`config.mk`:
```
export PLATFORM = sky130hd
export DESIGN_NAME = power_mode_wakeup_control
export DESIGN_NICKNAME = d
export VERILOG_FILES = /design/src/logic/power_mode_wakeup_control.v
export VERILOG_INCLUDE_DIRS = /design/src /design/src/logic
export SDC_FILE = /design/constraint.sdc
export NUM_CORES = 1
export LEC_CHECK = 0
export ABC_CLOCK_PERIOD_IN_PS = 5400
export BUFFER_PORTS_ARGS = -buffer_cell sky130_fd_sc_hd__buf_2
export CELL_PAD_IN_SITES_DETAIL_PLACEMENT = 0
export CELL_PAD_IN_SITES_GLOBAL_PLACEMENT = 1
export CORE_UTILIZATION = 29
export CTS_BUF_LIST = sky130_fd_sc_hd__clkbuf_8 sky130_fd_sc_hd__clkbuf_16
export DETAILED_ROUTE_END_ITERATION = 8
export PLACE_DENSITY = 0.72
export SYNTH_ARGS = -nofsm -noshare
export SYNTH_HDL_FRONTEND = slang
export SYNTH_SLANG_ARGS = --single-unit
```
`constraint.sdc`:
```
create_clock -name sys_clk -period 5.4 [get_ports sys_clk]
set_clock_uncertainty 0.1 [all_clocks]
set_input_delay 0.27 -clock sys_clk [delete_from_list [all_inputs] [get_ports sys_clk]]
set_output_delay 0.27 -clock sys_clk [all_outputs]
set_load 0.02 [all_outputs]
```
`src/logic/power_mode_wakeup_control_map.vh`:
```
// Register indices, field positions, reset values and settle counts
// for the operating-mode and wake-up controller.
// Assumes byte address = 4 * index on a 32-bit AXI4-Lite bus.
`ifndef POWER_MODE_WAKEUP_CONTROL_MAP_VH
`define POWER_MODE_WAKEUP_CONTROL_MAP_VH

// Register indices
`define IDX_POWER_CONTROL 10'h087
`define IDX_PORT1_WAKE_ENABLE 10'h091
`define IDX_WAKE_CONFIG 10'h0c0
`define IDX_SOURCE_ENABLE 10'h0c1
`define IDX_SOURCE_FLAG 10'h0c2
`define IDX_MODE_STATUS 10'h0c3
`define IDX_INT_STATUS 10'h0c4
`define IDX_INT_CLEAR 10'h0c5
`define IDX_INT_ENABLE 10'h0c6

// power_control fields
`define PC_IDLE_BIT 0
`define PC_STOP_BIT 1
`define PC_GP_FLAG_BIT 2
`define PC_RESET 8'h00
`define PORT1_WAKE_ENABLE_RESET 8'h00

// wake_config fields
`define CFG_GLOBAL_IE_BIT 0
`define CFG_EXT_OSC_BIT 1
`define CFG_RESET 8'h00

// source_flag: bits 6:0 peripheral events, bit 7 pin wake
`define FLAG_PIN_WAKE_BIT 7

// int_status events
`define EV_STOP_WAKE 0
`define EV_IDLE_WAKE 1
`define EV_LOW_POWER_ENTRY 2

// Oscillator settle counts
`define SETTLE_EXT_HS_CLKS 2048
`define SETTLE_INT_HS_CLKS 64
`define SETTLE_LS_CLKS 5

`define RESP_OKAY 2'b00
`define RESP_SLVERR 2'b10

`endif

```
`src/logic/power_mode_wakeup_control.v`:
```
// Operating-mode controller: normal, IDLE and STOP with pin and
// interrupt wake-up, oscillator settle delay and AXI4-Lite registers.
// Assumes pins, events and the slow-clock tick are synchronous to
// sys_clk; high-speed clocks are counted as sys_clk cycles.
//
// Notes on behaviour
// - Normal mode after reset release
// - Every wake-up returns to normal mode
// - Normal: both oscillators on, fast clock
// - Stop bit set enters STOP
// - Hardware clears stop bit on wake
// - STOP halts oscillators, keeps all state
// - STOP exits only on port pin change
// - Idle bit set enters IDLE
// - Hardware clears idle bit on wake
// - IDLE keeps system clock and peripherals
// - IDLE also wakes on enabled interrupt
// - Wake event sets its request flag
// - External oscillator: 2048 fast plus 5 slow
// - Internal oscillator: 64 fast plus 5 slow
// - Pin wake on rising or falling change
// - Port 1 pin wakes only when enabled
// - Flag on event; request needs both enables
// - Power control: stop bit1, idle bit0
`include "power_mode_wakeup_control_map.vh"
`default_nettype none

module power_mode_wakeup_control #(
    parameter ADDR_W = 12,
    parameter EXT_HS_CLKS = `SETTLE_EXT_HS_CLKS,
    parameter INT_HS_CLKS = `SETTLE_INT_HS_CLKS,
    parameter LS_CLKS = `SETTLE_LS_CLKS
) (
    // Clock and reset
    input wire sys_clk,
    input wire reset,
    // AXI4-Lite write address and data
    input wire s_axi_awvalid,
    output wire s_axi_awready,
    input wire [ADDR_W-1:0] s_axi_awaddr,
    input wire [2:0] s_axi_awprot,
    input wire s_axi_wvalid,
    output wire s_axi_wready,
    input wire [31:0] s_axi_wdata,
    input wire [3:0] s_axi_wstrb,
    // AXI4-Lite write response
    output reg s_axi_bvalid,
    input wire s_axi_bready,
    output reg [1:0] s_axi_bresp,
    // AXI4-Lite read
    input wire s_axi_arvalid,
    output wire s_axi_arready,
    input wire [ADDR_W-1:0] s_axi_araddr,
    input wire [2:0] s_axi_arprot,
    output reg s_axi_rvalid,
    input wire s_axi_rready,
    output reg [31:0] s_axi_rdata,
    output reg [1:0] s_axi_rresp,
    // Wake pins and event sources
    input wire [7:0] port0_pin,
    input wire [7:0] port1_pin,
    input wire [6:0] source_event,
    input wire slow_clk_tick,
    // Mode and clock controls
    output reg cpu_run,
    output reg fast_osc_en,
    output reg slow_osc_en,
    output reg sys_clk_en,
    output reg periph_clk_en,
    output reg [2:0] mode_state,
    // Interrupt request to the CPU and block interrupt
    output wire cpu_irq_req,
    output wire irq
);

    localparam [4:0] ST_NORMAL = 5'b00001;
    localparam [4:0] ST_IDLE = 5'b00010;
    localparam [4:0] ST_STOP = 5'b00100;
    localparam [4:0] ST_SETTLE_HS = 5'b01000;
    localparam [4:0] ST_SETTLE_LS = 5'b10000;
    localparam [11:0] EXT_HS_LAST = EXT_HS_CLKS[11:0] - 12'h001;
    localparam [11:0] INT_HS_LAST = INT_HS_CLKS[11:0] - 12'h001;
    localparam [2:0] LS_LAST = LS_CLKS[2:0] - 3'h1;

    function hit;
        input [ADDR_W-1:0] addr;
        input [9:0] idx;
        begin
            hit = (addr[ADDR_W-1:2] == idx[ADDR_W-3:0]);
        end
    endfunction

    function mapped;
        input [ADDR_W-1:0] addr;
        begin
            mapped = hit(addr, `IDX_POWER_CONTROL) |
                hit(addr, `IDX_PORT1_WAKE_ENABLE) |
                hit(addr, `IDX_WAKE_CONFIG) |
                hit(addr, `IDX_SOURCE_ENABLE) |
                hit(addr, `IDX_SOURCE_FLAG) |
                hit(addr, `IDX_MODE_STATUS) |
                hit(addr, `IDX_INT_STATUS) |
                hit(addr, `IDX_INT_CLEAR) |
                hit(addr, `IDX_INT_ENABLE);
        end
    endfunction

    reg [4:0] state_q, state_d;
    reg [11:0] hs_cnt_q, hs_cnt_d;
    reg [2:0] ls_cnt_q, ls_cnt_d;
    reg [7:0] power_control_q;
    reg [7:0] port1_wake_enable_q;
    reg [7:0] wake_config_q;
    reg [7:0] source_enable_q;
    reg [7:0] source_flag_q;
    reg [2:0] int_status_q;
    reg [2:0] int_enable_q;
    reg [7:0] port0_prev_q, port1_prev_q;
    reg aw_full_q, w_full_q;
    reg [ADDR_W-1:0] aw_addr_q;
    reg [31:0] w_data_q;
    reg [3:0] w_strb_q;

    // Bus handshake
    assign s_axi_awready = ~aw_full_q & ~s_axi_bvalid;
    assign s_axi_wready = ~w_full_q & ~s_axi_bvalid;
    assign s_axi_arready = ~s_axi_rvalid;

    wire do_write = aw_full_q & w_full_q & ~s_axi_bvalid;
    wire wr_lo = do_write & w_strb_q[0];
    wire wr_pc = wr_lo & hit(aw_addr_q, `IDX_POWER_CONTROL);
    wire wr_p1 = wr_lo & hit(aw_addr_q, `IDX_PORT1_WAKE_ENABLE);
    wire wr_cfg = wr_lo & hit(aw_addr_q, `IDX_WAKE_CONFIG);
    wire wr_sen = wr_lo & hit(aw_addr_q, `IDX_SOURCE_ENABLE);
    wire wr_sfl = wr_lo & hit(aw_addr_q, `IDX_SOURCE_FLAG);
    wire wr_icl = wr_lo & hit(aw_addr_q, `IDX_INT_CLEAR);
    wire wr_ien = wr_lo & hit(aw_addr_q, `IDX_INT_ENABLE);

    // Either edge on port 0, or on an enabled port 1 pin
    wire [7:0] p0_change = port0_pin ^ port0_prev_q;
    wire [7:0] p1_change = (port1_pin ^ port1_prev_q) &
        port1_wake_enable_q;
    wire pin_wake = (|p0_change) | (|p1_change);

    wire global_ie = wake_config_q[`CFG_GLOBAL_IE_BIT];
    wire [7:0] new_flags = {pin_wake, source_event};
    wire [7:0] pending = source_flag_q & source_enable_q;
    assign cpu_irq_req = global_ie & (|pending);
    wire int_wake = cpu_irq_req | (global_ie &
        (|(new_flags & source_enable_q)));

    wire stop_req = power_control_q[`PC_STOP_BIT];
    wire idle_req = power_control_q[`PC_IDLE_BIT];
    wire ext_osc = wake_config_q[`CFG_EXT_OSC_BIT];

    // Mode sequencing
    always @* begin
        state_d = state_q;
        hs_cnt_d = hs_cnt_q;
        ls_cnt_d = ls_cnt_q;
        case (state_q)
            ST_NORMAL: begin
                if (stop_req) begin
                    state_d = ST_STOP;
                end else if (idle_req) begin
                    state_d = ST_IDLE;
                end
            end
            ST_IDLE: begin
                if (pin_wake | int_wake) begin
                    state_d = ST_NORMAL;
                end
            end
            ST_STOP: begin
                if (pin_wake) begin
                    state_d = ST_SETTLE_HS;
                    hs_cnt_d = 12'h000;
                end
            end
            ST_SETTLE_HS: begin
                hs_cnt_d = hs_cnt_q + 12'h001;
                if ((ext_osc & hs_cnt_q == EXT_HS_LAST) |
                    (~ext_osc & hs_cnt_q == INT_HS_LAST)) begin
                    state_d = ST_SETTLE_LS;
                    ls_cnt_d = 3'h0;
                end
            end
            ST_SETTLE_LS: begin
                if (slow_clk_tick) begin
                    ls_cnt_d = ls_cnt_q + 3'h1;
                    if (ls_cnt_q == LS_LAST) begin
                        state_d = ST_NORMAL;
                    end
                end
            end
            default: begin
                state_d = ST_NORMAL;
            end
        endcase
    end

    wire wake_idle = (state_q == ST_IDLE) & (state_d == ST_NORMAL);
    wire wake_stop = (state_q == ST_STOP) & (state_d == ST_SETTLE_HS);
    wire wake_done = (state_q == ST_SETTLE_LS) & (state_d == ST_NORMAL);
    wire enter_lp = (state_q == ST_NORMAL) & (state_d != ST_NORMAL);

    always @(posedge sys_clk or posedge reset) begin
        if (reset) begin
            state_q <= ST_NORMAL;
            hs_cnt_q <= 12'h000;
            ls_cnt_q <= 3'h0;
            port0_prev_q <= 8'h00;
            port1_prev_q <= 8'h00;
        end else begin
            state_q <= state_d;
            hs_cnt_q <= hs_cnt_d;
            ls_cnt_q <= ls_cnt_d;
            port0_prev_q <= port0_pin;
            port1_prev_q <= port1_pin;
        end
    end

    // Clock and run controls per mode
    always @(posedge sys_clk or posedge reset) begin
        if (reset) begin
            cpu_run <= 1'b0;
            fast_osc_en <= 1'b1;
            slow_osc_en <= 1'b1;
            sys_clk_en <= 1'b0;
            periph_clk_en <= 1'b0;
            mode_state <= 3'b000;
        end else begin
            // normal: both oscillators, fast system clock
            cpu_run <= state_d == ST_NORMAL;
            // STOP halts every oscillator, state is retained
            fast_osc_en <= (state_d != ST_STOP);
            slow_osc_en <= (state_d != ST_STOP) &
                (state_d != ST_SETTLE_HS);
            // IDLE keeps system clock and peripherals alive
            sys_clk_en <= (state_d == ST_NORMAL) | (state_d == ST_IDLE);
            periph_clk_en <= (state_d == ST_NORMAL) |
                (state_d == ST_IDLE);
            mode_state <= {state_d == ST_STOP ||
                state_d == ST_SETTLE_HS || state_d == ST_SETTLE_LS,
                state_d == ST_IDLE, state_d == ST_NORMAL};
        end
    end

    // Software registers
    always @(posedge sys_clk or posedge reset) begin
        if (reset) begin
            power_control_q <= `PC_RESET;
            port1_wake_enable_q <= `PORT1_WAKE_ENABLE_RESET;
            wake_config_q <= `CFG_RESET;
            source_enable_q <= 8'h00;
            source_flag_q <= 8'h00;
            int_status_q <= 3'b000;
            int_enable_q <= 3'b000;
        end else begin
            if (wr_pc) begin
                power_control_q <= {5'b00000, w_data_q[2:0]};
            end else if (wake_stop) begin
                power_control_q[`PC_STOP_BIT] <= 1'b0;
                power_control_q[`PC_IDLE_BIT] <= 1'b0;
            end else if (wake_idle) begin
                power_control_q[`PC_IDLE_BIT] <= 1'b0;
            end
            if (wr_p1) begin
                port1_wake_enable_q <= w_data_q[7:0];
            end
            if (wr_cfg) begin
                wake_config_q <= {6'b000000, w_data_q[1:0]};
            end
            if (wr_sen) begin
                source_enable_q <= w_data_q[7:0];
            end
            // Write one clears a flag; a new event wins
            source_flag_q <= (source_flag_q &
                ~({8{wr_sfl}} & w_data_q[7:0])) | new_flags;
            int_status_q <= (int_status_q &
                ~({3{wr_icl}} & w_data_q[2:0])) |
                {enter_lp, wake_idle, wake_done};
            if (wr_ien) begin
                int_enable_q <= w_data_q[2:0];
            end
        end
    end

    assign irq = |(int_status_q & int_enable_q);

    // Write channel capture and response
    always @(posedge sys_clk or posedge reset) begin
        if (reset) begin
            aw_full_q <= 1'b0;
            w_full_q <= 1'b0;
            aw_addr_q <= {ADDR_W{1'b0}};
            w_data_q <= 32'h00000000;
            w_strb_q <= 4'h0;
            s_axi_bvalid <= 1'b0;
            s_axi_bresp <= `RESP_OKAY;
        end else begin
            if (s_axi_awvalid & s_axi_awready) begin
                aw_full_q <= 1'b1;
                aw_addr_q <= s_axi_awaddr;
            end
            if (s_axi_wvalid & s_axi_wready) begin
                w_full_q <= 1'b1;
                w_data_q <= s_axi_wdata;
                w_strb_q <= s_axi_wstrb;
            end
            if (do_write) begin
                aw_full_q <= 1'b0;
                w_full_q <= 1'b0;
                s_axi_bvalid <= 1'b1;
                s_axi_bresp <= mapped(aw_addr_q) &
                    ~hit(aw_addr_q, `IDX_MODE_STATUS) &
                    ~hit(aw_addr_q, `IDX_INT_STATUS) ?
                    `RESP_OKAY : `RESP_SLVERR;
            end else if (s_axi_bvalid & s_axi_bready) begin
                s_axi_bvalid <= 1'b0;
            end
        end
    end

    // Read channel
    reg [7:0] rd_val;
    always @* begin
        rd_val = 8'h00;
        if (hit(s_axi_araddr, `IDX_POWER_CONTROL)) begin
            rd_val = power_control_q;
        end else if (hit(s_axi_araddr, `IDX_PORT1_WAKE_ENABLE)) begin
            rd_val = port1_wake_enable_q;
        end else if (hit(s_axi_araddr, `IDX_WAKE_CONFIG)) begin
            rd_val = wake_config_q;
        end else if (hit(s_axi_araddr, `IDX_SOURCE_ENABLE)) begin
            rd_val = source_enable_q;
        end else if (hit(s_axi_araddr, `IDX_SOURCE_FLAG)) begin
            rd_val = source_flag_q;
        end else if (hit(s_axi_araddr, `IDX_MODE_STATUS)) begin
            rd_val = {3'b000, state_q};
        end else if (hit(s_axi_araddr, `IDX_INT_STATUS)) begin
            rd_val = {5'b00000, int_status_q};
        end else if (hit(s_axi_araddr, `IDX_INT_ENABLE)) begin
            rd_val = {5'b00000, int_enable_q};
        end
    end

    always @(posedge sys_clk or posedge reset) begin
        if (reset) begin
            s_axi_rvalid <= 1'b0;
            s_axi_rdata <= 32'h00000000;
            s_axi_rresp <= `RESP_OKAY;
        end else begin
            if (s_axi_arvalid & s_axi_arready) begin
                s_axi_rvalid <= 1'b1;
                s_axi_rdata <= {24'h000000, rd_val};
                s_axi_rresp <= mapped(s_axi_araddr) ?
                    `RESP_OKAY : `RESP_SLVERR;
            end else if (s_axi_rvalid & s_axi_rready) begin
                s_axi_rvalid <= 1'b0;
            end
        end
    end

endmodule

`default_nettype wire

```
* After elaboration in Yosys (flattened, before gate mapping)
Cells that the tools add are included.
Storage, ports and cells: register bits after elaboration 115, input port bits 97, logic and storage cells 190
Cells by class: add/sub/neg operators 2, equal/unequal tests 37, multiplexer cells 35, bitwise logic cells 70, reduce and logical (&&, ||, !) cells 17
Operators with widths (number):
- $eq A10 B8 Y1 const B | 18
- $and A8 B8 Y8 | 5
- $mux W5 | 8
- $mux W8 | 5
- $reduce_or A8 Y1 | 4
- $and A1 B1 Y1 | 28
- $pmux W5 S5 | 1
- $pmux W12 S2 | 1
- $or A1 B1 Y1 | 21
- $xor A8 B8 Y8 | 2
- $reduce_bool A2 Y1 | 7
- $add A12 B1 Y12 const B | 1
- $eq A12 B11 Y1 const B | 1
- $eq A12 B6 Y1 const B | 1
- $mux W12 | 1
- $mux W3 | 4
- $mux W1 | 11
- $eq A5 B1 Y1 const B | 2
- $eq A5 B2 Y1 const B | 2
- $eq A5 B3 Y1 const B | 2
- $eq A5 B4 Y1 const B | 2
- $eq A5 B5 Y1 const B | 2
- $and A3 B3 Y3 | 3
- $not A8 Y8 | 1
- 17 further kinds | 28

* Longest topological paths before layout
Gate-level depths: netlist of the first run.
depth in word-level cells 16, mapped depth 8, mapped depth without buffers 7

* Worst setup path before layout of the first run
Ideal clock, no wire load.
kind register to register, start point reg s_axi_bvalid, end point reg wake_config_q[1], arrival time 1982 ps, data required time 5175 ps, slack 3193 ps, stages on the path, launching flop included 6, cell sequence dfrtp_1 > nand3b_1 > nor4b_2 > nand3_1 > nor3_1 > mux2_2
Between the ends: word-level cells in the longest chain between the ends 4
Ends and longest elaborated chain:
- start, declared | line power_mode_wakeup_control.v:47 | output reg s_axi_bvalid,
- start signal, assigned | line power_mode_wakeup_control.v:299 | s_axi_bvalid <= 1'b0;
- start signal, assigned | line power_mode_wakeup_control.v:314 | s_axi_bvalid <= 1'b1;
- start signal, assigned | line power_mode_wakeup_control.v:320 | s_axi_bvalid <= 1'b0;
- $not A1 Y1 | line power_mode_wakeup_control.v:129 | wire do_write = aw_full_q & w_full_q & ~s_axi_bvalid;
- $and A1 B1 Y1 | line power_mode_wakeup_control.v:129
- $and A1 B1 Y1 | line power_mode_wakeup_control.v:130 | wire wr_lo = do_write & w_strb_q[0];
- $and A1 B1 Y1 | line power_mode_wakeup_control.v:133 | wire wr_cfg = wr_lo & hit(aw_addr_q, `IDX_WAKE_CONFIG);
- end signal, assigned | line power_mode_wakeup_control.v:254 | wake_config_q <= `CFG_RESET;
- end signal, assigned | line power_mode_wakeup_control.v:272 | wake_config_q <= {6'b000000, w_data_q[1:0]};
- end, declared | line power_mode_wakeup_control.v:113 | reg [7:0] wake_config_q;
No other way between the ends. A chain may end at the register's enable or synchronous reset.

* Final worst setup path of the first run
start point in port0_pin[4], end point reg mode_state[2]
Between the ends: word-level cells in the longest chain between the ends 13, elaborated cells between the ends (all ways) 16, classes of those cells 3 x eq/ne; 3 x mux; 6 x bitwise; 4 x reduce/logical
Ends and longest elaborated chain:
- start, declared | line power_mode_wakeup_control.v:60 | input wire [7:0] port0_pin,
- $xor A8 B8 Y8 (*) | line power_mode_wakeup_control.v:140 | wire [7:0] p0_change = port0_pin ^ port0_prev_q;
- $reduce_or A8 Y1 (*) | line power_mode_wakeup_control.v:143 | wire pin_wake = (|p0_change) | (|p1_change);
- $or A1 B1 Y1 (*) | line power_mode_wakeup_control.v:143
- $and A8 B8 Y8 | line power_mode_wakeup_control.v:150 | (|(new_flags & source_enable_q)));
- $reduce_or A8 Y1 | line power_mode_wakeup_control.v:150
- $and A1 B1 Y1 | line power_mode_wakeup_control.v:149 | wire int_wake = cpu_irq_req | (global_ie &
- $or A1 B1 Y1 | line power_mode_wakeup_control.v:149
- $or A1 B1 Y1 | line power_mode_wakeup_control.v:170 | if (pin_wake | int_wake) begin
- $mux W5 | line power_mode_wakeup_control.v:170
- $pmux W5 S5 (*) | line power_mode_wakeup_control.v:161 | case (state_q)
- $eq A5 B3 Y1 / $eq A5 B4 Y1 (equally long branches) | line power_mode_wakeup_control.v:243, power_mode_wakeup_control.v:244
- $logic_or A1 B1 Y1 | line power_mode_wakeup_control.v:243 | mode_state <= {state_d == ST_STOP ||
- $logic_or A1 B1 Y1 (*) | line power_mode_wakeup_control.v:244 | state_d == ST_SETTLE_HS || state_d == ST_SETTLE_LS,
- end signal, assigned | line power_mode_wakeup_control.v:243
- end, declared | line power_mode_wakeup_control.v:70 | output reg [2:0] mode_state,
Mark *: on every way between the ends. The rest lies on a longest branch, timed or not.

==> results of run 1 <==
[worst max-delay path, cell delays in order]
cell and delay, ns:
dlygate4sd3_1 0.54, buf_2 0.14, xor2_1 0.15, nor4_2 0.31
nand4_2 0.24, or4_1 0.53, a32oi_1 0.35, nor3b_1 0.11
[kinds of logic after synthesis]
kind of cell / after synthesis
DFF: 110
buffers and inverters: 56
xor gates and xnor gates: 21
other: 1
and+or+nand+nor: 174
adders and majority gates: 3
AOI/OAI and AO/OA: 99
muxes: 44
[final timing paths]
kind / end / cells past startpoint / slack [ns] / from
worst min register to register: s_axi_rdata[2] / 2 / 0.37 / s_axi_rdata[2]
worst min-delay path: source_flag_q[3] / 2 / 0.03 / source_event[3]
worst max-delay path: mode_state[2] / 8 / 2.86 / port0_pin[4]
worst max register to register: port1_wake_enable_q[2] / 4 / 2.93 / s_axi_bvalid
min in group asynchronous: w_data_q[7] / 3 / 0.35 / reset
max in group asynchronous: periph_clk_en / 4 / 3.52 / reset
[report_power, final]
group	total, mW	switching (mW)	internal (mW)
clock network	0.640	0.288	0.351
logic	0.458	0.250	0.207
registers	1.11	0.149	0.958
[cell usage after synthesis, types with 3 or more instances]
library cell | count | share of area [%]
o21ai_0 | 20 | 1.9
nand2_1 | 52 | 3.6
and3_1 | 6 | 0.70
nor3b_1 | 3 | 0.42
and2_1 | 3 | 0.35
dfrtp_1 | 107 | 50
nor3_1 | 6 | 0.56
a211oi_1 | 4 | 0.56
nand4_1 | 5 | 0.58
inv_1 | 17 | 1.2
a21o_1 | 11 | 1.5
dfstp_2 | 3 | 1.5
nand2b_1 | 7 | 0.81
mux2i_1 | 3 | 0.56
nor2_1 | 31 | 2.2
nor2b_1 | 8 | 0.93
nor4b_1 | 3 | 0.49
ha_1 | 3 | 0.70
nor4_1 | 3 | 0.35
mux2_2 | 41 | 8.6
a22o_1 | 4 | 0.65
nand3b_1 | 3 | 0.42
buf_4 | 29 | 4.0
xor2_1 | 20 | 3.3
a22oi_1 | 16 | 2.2
a21oi_1 | 21 | 2.0
nand3_1 | 24 | 2.2
clkbuf_1 | 7 | 0.49
[sequential cells by signal, indices dropped and copies added (netlist names), 2 cells and up]
register             cells
aw_addr_q               10
hs_cnt_q                12
int_enable_q             3
int_status_q             3
ls_cnt_q                 3
mode_state               3
port0_prev_q             8
port1_prev_q             8
port1_wake_enable_q      8
power_control_q          3
s_axi_rdata              8
source_enable_q          8
source_flag_q            8
state_q                  5
w_data_q                 8
wake_config_q            2
[what timing repair did]
action | CTS | global route
hold endpoints to repair | 47 | 0
gates resized for setup | 0 | 0
setup buffers | 0 | 0
hold buffers | 19 | 0
[area by class of cell]
type / instances / area (sq um) / share of cell area [%]
multi-input combinational: 367 / 2400 / 37.3
inverter: 17 / 66.3 / 1.03
timing repair buffer: 104 / 618 / 9.63
clock buffer: 12 / 267 / 4.15
tap: 229 / 287 / 4.46
sequential: 110 / 2760 / 42.9
clock inverter: 4 / 28.8 / 0.448
[per-layer routing]
metal / GRT usage, % / vias to the layer above / wire length, microns
li1: - / 1970 / -
met1: 19.0 / 2052 / 6010
met2: 22.0 / 135 / 5950
met3: 3.71 / 10 / 715
met4: 3.78 / 0 / 146
met5: 0 / - / 0
[per-stage QoR]
| stage | hold slack (ns) | power [mW] |
|---|---|---|
| 2_1_floorplan | 0.201 | 1.43 |
| 3_5_place_dp | 0.187 | 1.57 |
| 5_1_grt | 0.0178 | 2.34 |
| 6_report | 0.0269 | 2.20 |
| 3_3_place_gp | 0.174 | 1.55 |
| 4_1_cts | 0.0127 | 2.23 |
==> results.md, run 1 <==
Floorplanning:
- After floorplanning, the core was sized to cover 18100 sq um.
- In this run the horizontal extent of the chip is 138 microns.
- For this configuration, the core starts out at a cell density of 29.7%.
- For this design the top-level I/O count stands at 148.
- The placement row count is 49.
- The height of the die is 138 microns.
- The floorplan die area is 19100 sq um.

Route:
- After detailed routing, the average wire length per cell comes to 15.2 microns.
- Before antenna repair, the detailed router went through 8 iterations.
- After detailed routing, the number of vias per cell comes to 4.94.
- For this block, the routed nets add up to 12.8 mm of wire.
- The number of design rule violations left after detail routing is 23.
- The via count is 4167.
- After the first detailed-routing iteration, the DRC count stood at 292.
- In this run the remaining antenna-violating nets after routing total 0.

Layout:
- The number of non-filler instances in the completed layout is 843.
- The finished cells cover 6420 sq um.
- In the final layout, the share of cells above drive strength 1 is 25.2%.
- In the layout the commonest cells are dfrtp_1 (107), buf_2 (84), nand2_1 (52).
- The layout overhead on the synthesized area is 19.3%.
- The layout has 1842 filler cells.
- The final net count is 709.
- Leaving out fill and tap cells, the most frequent cell in the layout is dfrtp_1.
- The number of inserted diodes is 0.
- The end-of-flow core utilization is 35.5%.

Synth:
- The number of synthesized flops with an enable pin is 0.
- The number of distinct library cell variants in the gate-level netlist after synthesis is 65.
- The part of the Yosys area used for sequential elements is 51.2%.
- For this run, the leading register cell type out of synthesis is dfrtp_1.
- For this run, asynchronously set or reset flops after synthesis account for 100%.
- Yosys printed 0 warnings.
- The compound-gate portion of the synthesized area is 12.3%.
- After synthesis the netlist holds a flip-flop and latch count of 110.
- The area share of and/or/nand/nor cells after synthesis is 17.1%.
- In the synthesized netlist, the number of instances is 508.
- Summing the areas of all fa, ha and maj instances in the mapped netlist gives 0.698% of the synthesized area.
- In this run the cell area of the synthesized design comes to 5380 sq um.
- The post-synthesis xor/xnor area fraction is 3.42%.
- By area, the combinational part of the netlist is dominated by simple AND/OR/NAND/NOR gates.
- The synthesized area divided by synthesized cell count is 10.6 sq um.
- After synthesis, the share of cell area in mux cells is 9.14%.

Global routing:
- Global routing used 14.0% of the available tracks across all layers.
- The via count of the first global-routing pass came to 4032.
- The total grt overflow is 0.
- The initial antenna violation count is 0.
- The first global-routing pass estimated 21.2 mm of wire.
- The largest net degree at the start of global routing is 82.

STA:
- Setup repair after global routing left no endpoint under its margin.
- The actual slew at the worst max-slew pin is 1.01 ns.
- The number of endpoints with negative hold slack in the final report came to 0.
- The setup slack of the critical path after layout is 2.86 ns.
- The shortest clock period the worst path allows after layout is 2.54 ns.
- The accumulated negative setup slack is 0 ns.
- After layout, the worst path uses 46.9% of the clock period.
- Setup violations remaining at the end of the flow were counted as 0.
- The worst slew margin relative to its limit is 32.4%.
- Derived from the worst setup path, the maximum achievable clock frequency is 394 MHz.
- The final number of max-transition violations is 0.

Place:
- In this run the cell area measured after placement is 5930 sq um.
- Including well taps, the total number of placed cells is 808.
- Timing analysis after detailed placement gives a worst setup slack of 2.93 ns.
- In this run the tool buffered the top-level ports with 84 buffer cells.
- The final weighted congestion in routability-driven placement is 0.822.
- The half-perimeter wire length of the detailed placement result is 9.75 mm.

Run status:
- The final reports fail on design-rule violations.
- The run finished, with violations left.

Power and ir drop:
- The reported leakage power is 2.87 nW.
- The power density relative to cell area is 343 nW/um^2.
- The worst supply voltage drop on vdd is 0.256 mV.

Clock tree:
- TritonCTS built the clock tree.
- Counting along the longest clock path gives a buffer depth of 2.
- In this run the number of H-tree levels came out at 3.
- The clock root buffer is clkbuf_16.
- The clock-pin slew of the registers on the worst-case setup and hold paths is 0.07 ns.
- Clock tree synthesis inserted a total of 9 buffers.
- The clock net in this run drives a total of 110 sinks.
- Clock latency on the worst-skew pair, taken at its later pin, is 0.35 ns.

Critical path:
- The arrival time reported for the critical path endpoint is 2.65 ns.
- The critical path is of the in2reg type.
- The worst setup path is captured at a flip-flop.
- STA classifies the critical path startpoint as an input pin.
- Of all nets on the critical path, the largest fanout is 5.
- STA puts the critical path data required time at 5.52 ns.

Hold path:
- The path class of the lowest-slack min-delay path is in2reg.

Run:
- The tool flagged a number of max-cap violations equal to 0.
(Power assumes the default switching activity.)
==> run 2: changes to the inputs <==
ABC_AREA = 1   (was not set)
ABC_CLOCK_PERIOD_IN_PS = 2600   (was 5400)
PLACE_DENSITY = 0.74   (was 0.72)
clock period = 2.6 ns   (was 5.4 ns; I/O delays follow)
==> results.md, run 2 <==
Layout:
- The most frequent standard cell in the layout excluding fill and tap cells is nand2_1.
- In the final layout, the registers with the most flip-flops are hs_cnt_q: 12 flops, aw_addr_q: 10 flops.
- The final net count is 916 (+29%).
- Ranked by flip-flop count, first place goes to hs_cnt_q.
- The library cells used most frequently in the layout, excluding fill and tap cells, are nand2_1 (150), dfrtp_1 (107), inv_1 (84), buf_2 (84), nor2_1 (66).
- The number of inserted diodes is 0 (unchanged).
- The share of final-layout standard cells stronger than drive strength 1 came to 20.2% (-5.0 points).
- The count of fill cells added during filler insertion is 1967 (+6.8%).
- The layout overhead on the synthesized area is 24.9%.
- The number of flip-flops in the largest register is 12 (unchanged).
- The end-of-flow core utilization is 37.4% (+1.9 points).

STA:
- The actual slew at the worst max-slew pin came to 0.830 ns (-0.183 ns).
- The count of endpoints failing setup in the final report is 0 (unchanged).
- Static timing analysis puts the maximum clock frequency at 515 MHz.
- The worst path uses 74.7% of the clock period.
- The accumulated negative setup slack was 0 ns (unchanged).
- Setup repair after global routing left no endpoint under its margin.
- The routed design could run at a clock period as short as 1.94 ns.
- The worst slew margin relative to its limit came to 44.5% (+12 points).
- The final number of max-transition violations was 0 (unchanged).
- The number of endpoints with negative hold slack in the final report is 0 (unchanged).

Power and ir drop:
- The worst supply voltage drop on vdd is 0.361 mV (+41%).
- The proportion of power drawn by the clock network is 30.8% (+1.8 points).
- The combinational power share came to 24.4% (+3.6 points).
- The net load switching power is 1.63 mW (+140%).
- The reported leakage power came to 3.36 nW (+17%).
- The internal power is 3.16 mW (+110%).
- The sequential share of power is 44.8% (-5.4 points).
- The power density relative to cell area is 679 nW/um^2 (+98%).
- The switching share of power came to 34.1% (+2.9 points).

Critical path:
- The worst setup path is captured at a flip-flop.
- The launching element of the worst setup path is hs_cnt_q[0].
- The worst register-to-register path begins at hs_cnt_q[0].
- The required time reported for the critical path endpoint is 2.76 ns (-2.76 ns).
- The worst-case register-to-register setup slack was 0.66 ns (-2.27 ns).
- The slowest stage of the critical path belongs to the cell dfrtp_1.
- The worst stage delay on the critical path is 0.39 ns (-0.15 ns).
- The critical path is of the reg2reg type.
- STA classifies the critical path startpoint as a flip-flop.
- The most numerous cell type found on the critical path is nand3_1.
- The largest fanout on the critical path is 4 (-1).
- Walking the worst path, the cells encountered are ha_1 > nand4_1 > nor2_1 > nand2_1 > nor2_2 > nand3_1 > o21ai_1 > nand3_1 > nand3b_1 > inv_1.
- The arrival time reported for the critical path endpoint is 2.10 ns (-0.55 ns).

Global routing:
- The largest net degree at the start of global routing is 47 (-43%).
- The met2 layer usage reported by global route is 23.2% (+1.2 points).
- The layer carrying the most global-route usage is met2.
- The initial antenna violation count was 0 (unchanged).
- The total grt overflow was 0 (unchanged).
- The global-route met3 utilization came to 2.23% (-1.5 points).
- The via count of the first global-routing pass is 4337 (+7.6%).
- The global-route total usage across every layer is 14.4% (+0.46 points).
- The global-route wire length before repair was 22.4 mm (+5.5%).
- The global routing usage on met1 is 19.9% (+0.88 points).

Synth:
- After synthesis, the cell types taking the most area are dfrtp_1 (47%), nand2_1 (10%), inv_1 (5.6%).
- The register bit count reported by yosys is 110 (unchanged).
- Sorting the synthesized cells by how often they occur yields nand2_1 (150), dfrtp_1 (107), inv_1 (85).
- The largest family of logic cells by synthesized area is simple AND/OR/NAND/NOR gates.
- The number of distinct library cell variants in the gate-level netlist after synthesis is 45 (-31%).
- The number of synthesized flops with an enable pin came to 0 (unchanged).
- The synthesized area divided by synthesized cell count is 8.29 sq um (-22%).
- The adder-cell share of the synthesized area was 0.664% (-0.034 points).
- The post-synthesis xor/xnor area fraction came to 1.70% (-1.7 points).
- The compound-gate portion of the synthesized area was 10.6% (-1.7 points).
- dfrtp_1 takes more of the synthesized area than any other cell.
- The number of standard cells after synthesis is 682 (+34%).
- The area share of and/or/nand/nor cells after synthesis came to 25.9% (+8.8 points).
- The most common cell in the synthesized netlist is nand2_1.
- The number of warnings printed during yosys synthesis is 0 (unchanged).
- The commonest register cell after synthesis is dfrtp_1.
- The multiplexer fraction of the synthesized cell area is 1.39% (-7.7 points).
- The netlist area before placement came to 5650 sq um (+5.1%).
- The share of synthesized flip-flops with an asynchronous set or reset is 100% (unchanged).
- The part of the Yosys area used for sequential elements was 48.8% (-2.5 points).
- The top cell type's share of synthesized area is 47.4% (-2.4 points).

Floorplanning:
- The floorplan die area was 20100 sq um (+5.0%).
- The top-level I/O count was 148 (unchanged).
- The height of the die is 142 microns (+2.5%).
- The effective utilization at floorplan came to 29.9% (+0.17 points).
- The horizontal extent of the die came to 142 microns (+2.5%).
- The standard cell core area is 18900 sq um (+4.5%).
- The placement row count is 50 (+2.0%).

Route:
- The count of TritonRoute iterations in the first routing pass is 4 (-4).
- The via count came to 4662 (+12%).
- The number of design rule violations left after detail routing is 0 (-100%).
- The via-per-instance ratio is 4.31 (-13%).
- The average wire per standard cell came to 12.6 microns (-17%).
- The total wire length came to 13.7 mm (+6.6%).
- The number of nets still failing antenna checks after routing is 0 (unchanged).
- The initial detailed-routing violation count is 216 (-26%).

Run status:
- The run finished with clean final reports.

Place:
- The half-perimeter wire length of the detailed placement result came to 10.2 mm (+4.3%).
- The port buffer count came to 84 (unchanged).
- The final weighted congestion in routability-driven placement is 0.807 (-1.8%).

Clock tree:
- The TritonCTS buffer count is 9 (unchanged).
- The buffer depth of the longest clock path was 2 (unchanged).
- The clock-pin slew of the registers on the worst-case setup and hold paths is 0.07 ns (about the same).
- The total number of clock tree sinks is 110 (unchanged).
- The count of instances resized after the clock tree is built was 0 (unchanged).
- The clock root buffer is clkbuf_16.
- The number of hold-repair buffers added at the cts stage was 45 (+26).
- The total setup buffers inserted after CTS is 0 (unchanged).
- The insertion delay to the later sink of the worst-skew pair came to 0.37 ns (+0.02 ns).
- The number of H-tree levels is 3 (unchanged).
- TritonCTS built the clock tree.

Run:
- The number of max-cap violations came to 0 (unchanged).

Hold path:
- The worst hold path startpoint is slow_clk_tick.
- The worst hold path belongs to the class in2reg.
-- run 2: cell types whose count changed in the layout (fill, tap and decap cells not counted), moves of 10 or more --
cell           delta
o21ai_1          +25
inv_2            +10
a21o_1           -11
nand2_1          +98
xor2_1           -13
a22oi_1          -16
inv_1            +68
mux2_2           -34
nor2_1           +35
nand3_1          +11
o21ai_0          +13
dlygate4sd3_1    +26
-- run 2: final cells by class --
cell class	instances	area, sq um	area share [%]
inverters	96	365	5.18
multi-input cells	467	2380	33.7
well taps	260	325	4.61
clock inverters	7	90.1	1.28
repair buffers	132	918	13.0
flip-flops and latches	110	2760	39.0
clock buffers	9	225	3.19
-- run 2: final timing paths --
check | endpoint | cells after the start
setup / recovery | ls_cnt_q[2] | 10
hold / removal | state_q[4] | 4
setup reg to reg | ls_cnt_q[2] | 10
hold reg to reg | power_control_q[0] | 2
max in group asynchronous | state_q[0] | 4
min in group asynchronous | port0_prev_q[0] | 3
-- run 2: power groups by stage --
stage                     clock network (mW)  registers, mW  logic [mW]
after floorplan                            0           2.20       0.815
after global placement                     0           2.18        1.13
after detailed placement                   0           2.19        1.13
after CTS                               1.52           2.15        1.19
after global routing                    1.59           2.19        1.32
final                                   1.47           2.15        1.17
-- run 2: critical path, delay by kind of cell (launching register included) --
kind | cells | cell delay, ns
simple gates | 7 | 1.00
flops | 1 | 0.39
fa+ha+maj | 1 | 0.21
compound gates | 1 | 0.12
buf+inv | 1 | 0.04
-- run 2: cells by family after synthesis --
kind of cell | count (synthesis)
simple gates | 312
xor+xnor | 11
buf+inv | 130
fa+ha+maj | 3
flops | 110
mux | 7
compound gates | 108
other cells | 1
-- run 2: through the flow --
stage | hold slack (ns) | setup slack [ns] | area (sq um) | total power, mW | std cells
floorplan | 0.0614 | 0.827 | 5750 | 3.01 | 707
finish | 0.00228 | 0.658 | 7060 | 4.79 | 1081
CTS | 0.00211 | 0.653 | 7060 | 4.86 | 1081
global placement | 0.164 | 0.681 | 6290 | 3.31 | 1020
detailed placement | 0.166 | 0.652 | 6290 | 3.32 | 1020
global route | 0.0352 | 0.382 | 7060 | 5.10 | 1081
-- run 2: layer usage --
| layer | share of wire, % | vias to the layer above |
|---|---|---|
| met1 | 49 | 2137 |
| li1 | - | 2417 |
| met2 | 46 | 100 |
| met4 | 1.0 | 0 |
| met3 | 4.0 | 8 |
| met5 | 0 | - |
==> run 3: changes to the inputs <==
ABC_CLOCK_PERIOD_IN_PS = 1900   (was 2600)
clock period = 1.9 ns   (was 2.6 ns; I/O delays follow)
==> results.md, run 3 (synthesized netlist as in run 2, its figures left out) <==
Clock tree:
- The buffer depth of the longest clock path was 2 (unchanged).
- The TritonCTS buffer count was 9 (unchanged).
- The number of H-tree levels is 3 (unchanged).
- The clock-pin slew of the registers on the worst-case setup and hold paths is 0.07 ns (about the same).
- The total number of clock tree sinks is 110 (unchanged).
- The clock root buffer is clkbuf_16.
- The clock tree from TritonCTS is built.
- The insertion delay to the later sink of the worst-skew pair was 0.36 ns (about the same).

STA:
- The share of the cycle needed by the critical path after routing is 93.7% (+19 points).
- The shortest clock period the worst path allows after layout is 1.78 ns (-0.161 ns).
- The actual slew at the worst max-slew pin is 0.530 ns (-0.300 ns).
- Setup repair after global routing could not meet its margin everywhere.
- The top achievable clock speed is 562 MHz (+9.1%).
- The number of endpoints with negative hold slack in the final report is 0 (unchanged).
- The final number of max-transition violations is 0 (unchanged).
- The worst slew margin relative to its limit is 64.6% (+20 points).
- The count of endpoints failing setup in the final report is 0 (unchanged).

Critical path:
- The required time reported for the critical path endpoint is 2.05 ns (-0.71 ns).
- The critical path goes through ha_2 > nand4_1 > nor2_1 > nand2_1 > nor2_2 > nand3_2 > o21ai_2 > nand3_2 > nand3_1 > nand2_1.
- The sort of element at the start of the critical path is a flip-flop.
- Among all stages on the critical path, the largest delay is contributed by dfrtp_1.
- The largest fanout on the critical path was 4 (unchanged).
- STA classifies the critical path endpoint as a flip-flop.
- The worst stage delay on the critical path is 0.38 ns (about the same).
- The arrival time reported for the critical path endpoint was 1.93 ns (-0.17 ns).
- The number of cells on the worst reg-to-reg path is 10 (unchanged).
- The category of the most critical setup path is reg2reg.

Layout:
- In the final layout, the registers with the most flip-flops are hs_cnt_q: 12 flops, aw_addr_q: 10 flops.
- The layout overhead on the synthesized area is 27.2%.
- The design area is 7190 sq um (+1.9%).
- The end-of-flow core utilization is 38.1% (+0.70 points).
- The share of final-layout standard cells stronger than drive strength 1 is 22.7% (+2.5 points).
- The final net count was 932 (+1.7%).
- Leaving out fill and tap cells, the most frequent cells in the layout are nand2_1 (149), dfrtp_1 (107), inv_1 (84), buf_2 (84), nor2_1 (63).
- The most frequent standard cell in the layout excluding fill and tap cells is nand2_1.
- The count of fill cells added during filler insertion came to 2001 (+1.7%).
- The register with the most flip-flops in the final layout is hs_cnt_q.
- The number of inserted diodes is 0 (unchanged).
- The number of flip-flops in the largest register is 12 (unchanged).

Power and ir drop:
- The worst supply voltage drop on vdd is 0.676 mV (+87%).
- The reported leakage power is 3.42 nW (+2.0%).
- The overall power after layout is 6.49 mW (+35%).
- The power density relative to cell area is 902 nW/um^2 (+33%).

Global routing:
- The total grt overflow is 0 (unchanged).
- The global-route wire length before repair was 22.8 mm (+1.9%).
- The via count of the first global-routing pass is 4491 (+3.6%).
- The initial antenna violation count is 0 (unchanged).
- The global-route total usage across every layer is 14.8% (+0.31 points).
- The largest net degree at the start of global routing is 42 (-11%).

Hold path:
- The depth of the worst hold-timing path is 3 (-1).
- The path class of the lowest-slack min-delay path is in2reg.

Run status:
- The flow ran to the end, and the final reports show no timing, DRC or antenna violations.

Floorplanning:
- The standard cell core area is 18900 sq um (unchanged).
- The height of the die is 142 microns (unchanged).
- The floorplan die area came to 20100 sq um (unchanged).
- The effective utilization at floorplan was 29.9% (unchanged).
- The top-level I/O count came to 148 (unchanged).
- The placement row count is 50 (unchanged).
- The horizontal extent of the die came to 142 microns (unchanged).

Route:
- The via count came to 4738 (+1.6%).
- The initial detailed-routing violation count is 182 (-16%).
- The total wire length is 13.8 mm (+1.2%).
- The average wire per standard cell came to 12.6 microns (-0.20%).
- The number of design rule violations left after detail routing is 0 (unchanged).
- The number of nets still failing antenna checks after routing is 0 (unchanged).
- The count of TritonRoute iterations in the first routing pass is 4 (unchanged).
- The via-per-instance ratio is 4.32 (+0.24%).

Place:
- The final weighted congestion in routability-driven placement was 0.795 (-1.5%).
- The port buffer count was 84 (unchanged).
- The half-perimeter wire length of the detailed placement result is 10.3 mm (+1.0%).
- The post-place instance area was 6370 sq um (+1.2%).

Run:
- The number of max-cap violations is 0 (unchanged).
run 3: cell count changes in the layout (fill, tap and decap cells not counted), moves of 3 or more:
| cell | delta |
|---|---|
| nand3_1 | -3 |
| nor2_2 | +3 |
| nor2_1 | -3 |
| buf_4 | +15 |
| nand3_2 | +3 |
run 3: power breakdown:
part,internal [mW],switching [mW],leakage [nW]
combinational,0.613,1.07,1.95
clock,0.936,0.910,0.133
sequential,2.71,0.242,1.34
run 3: through the flow:
stage / hold slack [ns] / setup slack (ns) / setup TNS, ns / instances
2_1_floorplan: 0.0264 / 0.127 / 0 / 707
3_3_place_gp: 0.0749 / 0.0916 / 0 / 1030
3_5_place_dp: 0.0765 / 0.0615 / 0 / 1030
4_1_cts: 0.0207 / 0.0622 / 0 / 1091
5_1_grt: 0.0646 / -0.0229 / -0.117 / 1096
6_report: 0.0416 / 0.120 / 0 / 1096
run 3: timing repair:
| action | in CTS | in global routing |
|---|---|---|
| gates resized for setup | 0 | 12 |
| hold buffers | 46 | 0 |
| endpoints found under the setup margin | 0 | 24 |
| buffers inserted | 0 | 5 |
| endpoints found under the hold margin | 66 | 0 |
run 3: worst paths after layout:
path | from | endpoint | slack (ns)
setup / recovery | hs_cnt_q[0] | ls_cnt_q[1] | 0.12
hold / removal | s_axi_araddr[3] | s_axi_rresp[1] | 0.04
setup reg to reg | hs_cnt_q[0] | ls_cnt_q[1] | 0.12
hold reg to reg | s_axi_rdata[1] | s_axi_rdata[1] | 0.38
max in group asynchronous | reset | aw_addr_q[4] | 0.77
min in group asynchronous | reset | w_data_q[5] | 0.23
run 3: worst max-delay path, delay by kind of cell, from the launching register on:
family / cells / cell delay (ns)
flops: 1 / 0.38
simple gates: 8 / 0.91
compound gates: 1 / 0.08
fa+ha+maj: 1 / 0.20
run 3: cell type report:
type | instances | area, sq um | area share [%]
Timing Repair Buffer | 148 | 1040 | 14.5
Sequential cell | 110 | 2760 | 38.3
Multi-Input combinational cell | 467 | 2420 | 33.7
Inverter | 96 | 365 | 5.08
Clock inverter | 5 | 43.8 | 0.609
Clock buffer | 10 | 239 | 3.32
Tap cell | 260 | 325 | 4.52
run 3: per-layer routing:
| metal | track usage, % | up-vias | wire [microns] |
|---|---|---|---|
| li1 | - | 2440 | - |
| met1 | 19.7 | 2184 | 6540 |
| met2 | 24.1 | 105 | 6570 |
| met3 | 3.31 | 9 | 562 |
| met4 | 3.68 | 0 | 152 |
| met5 | 0 | - | 0 |
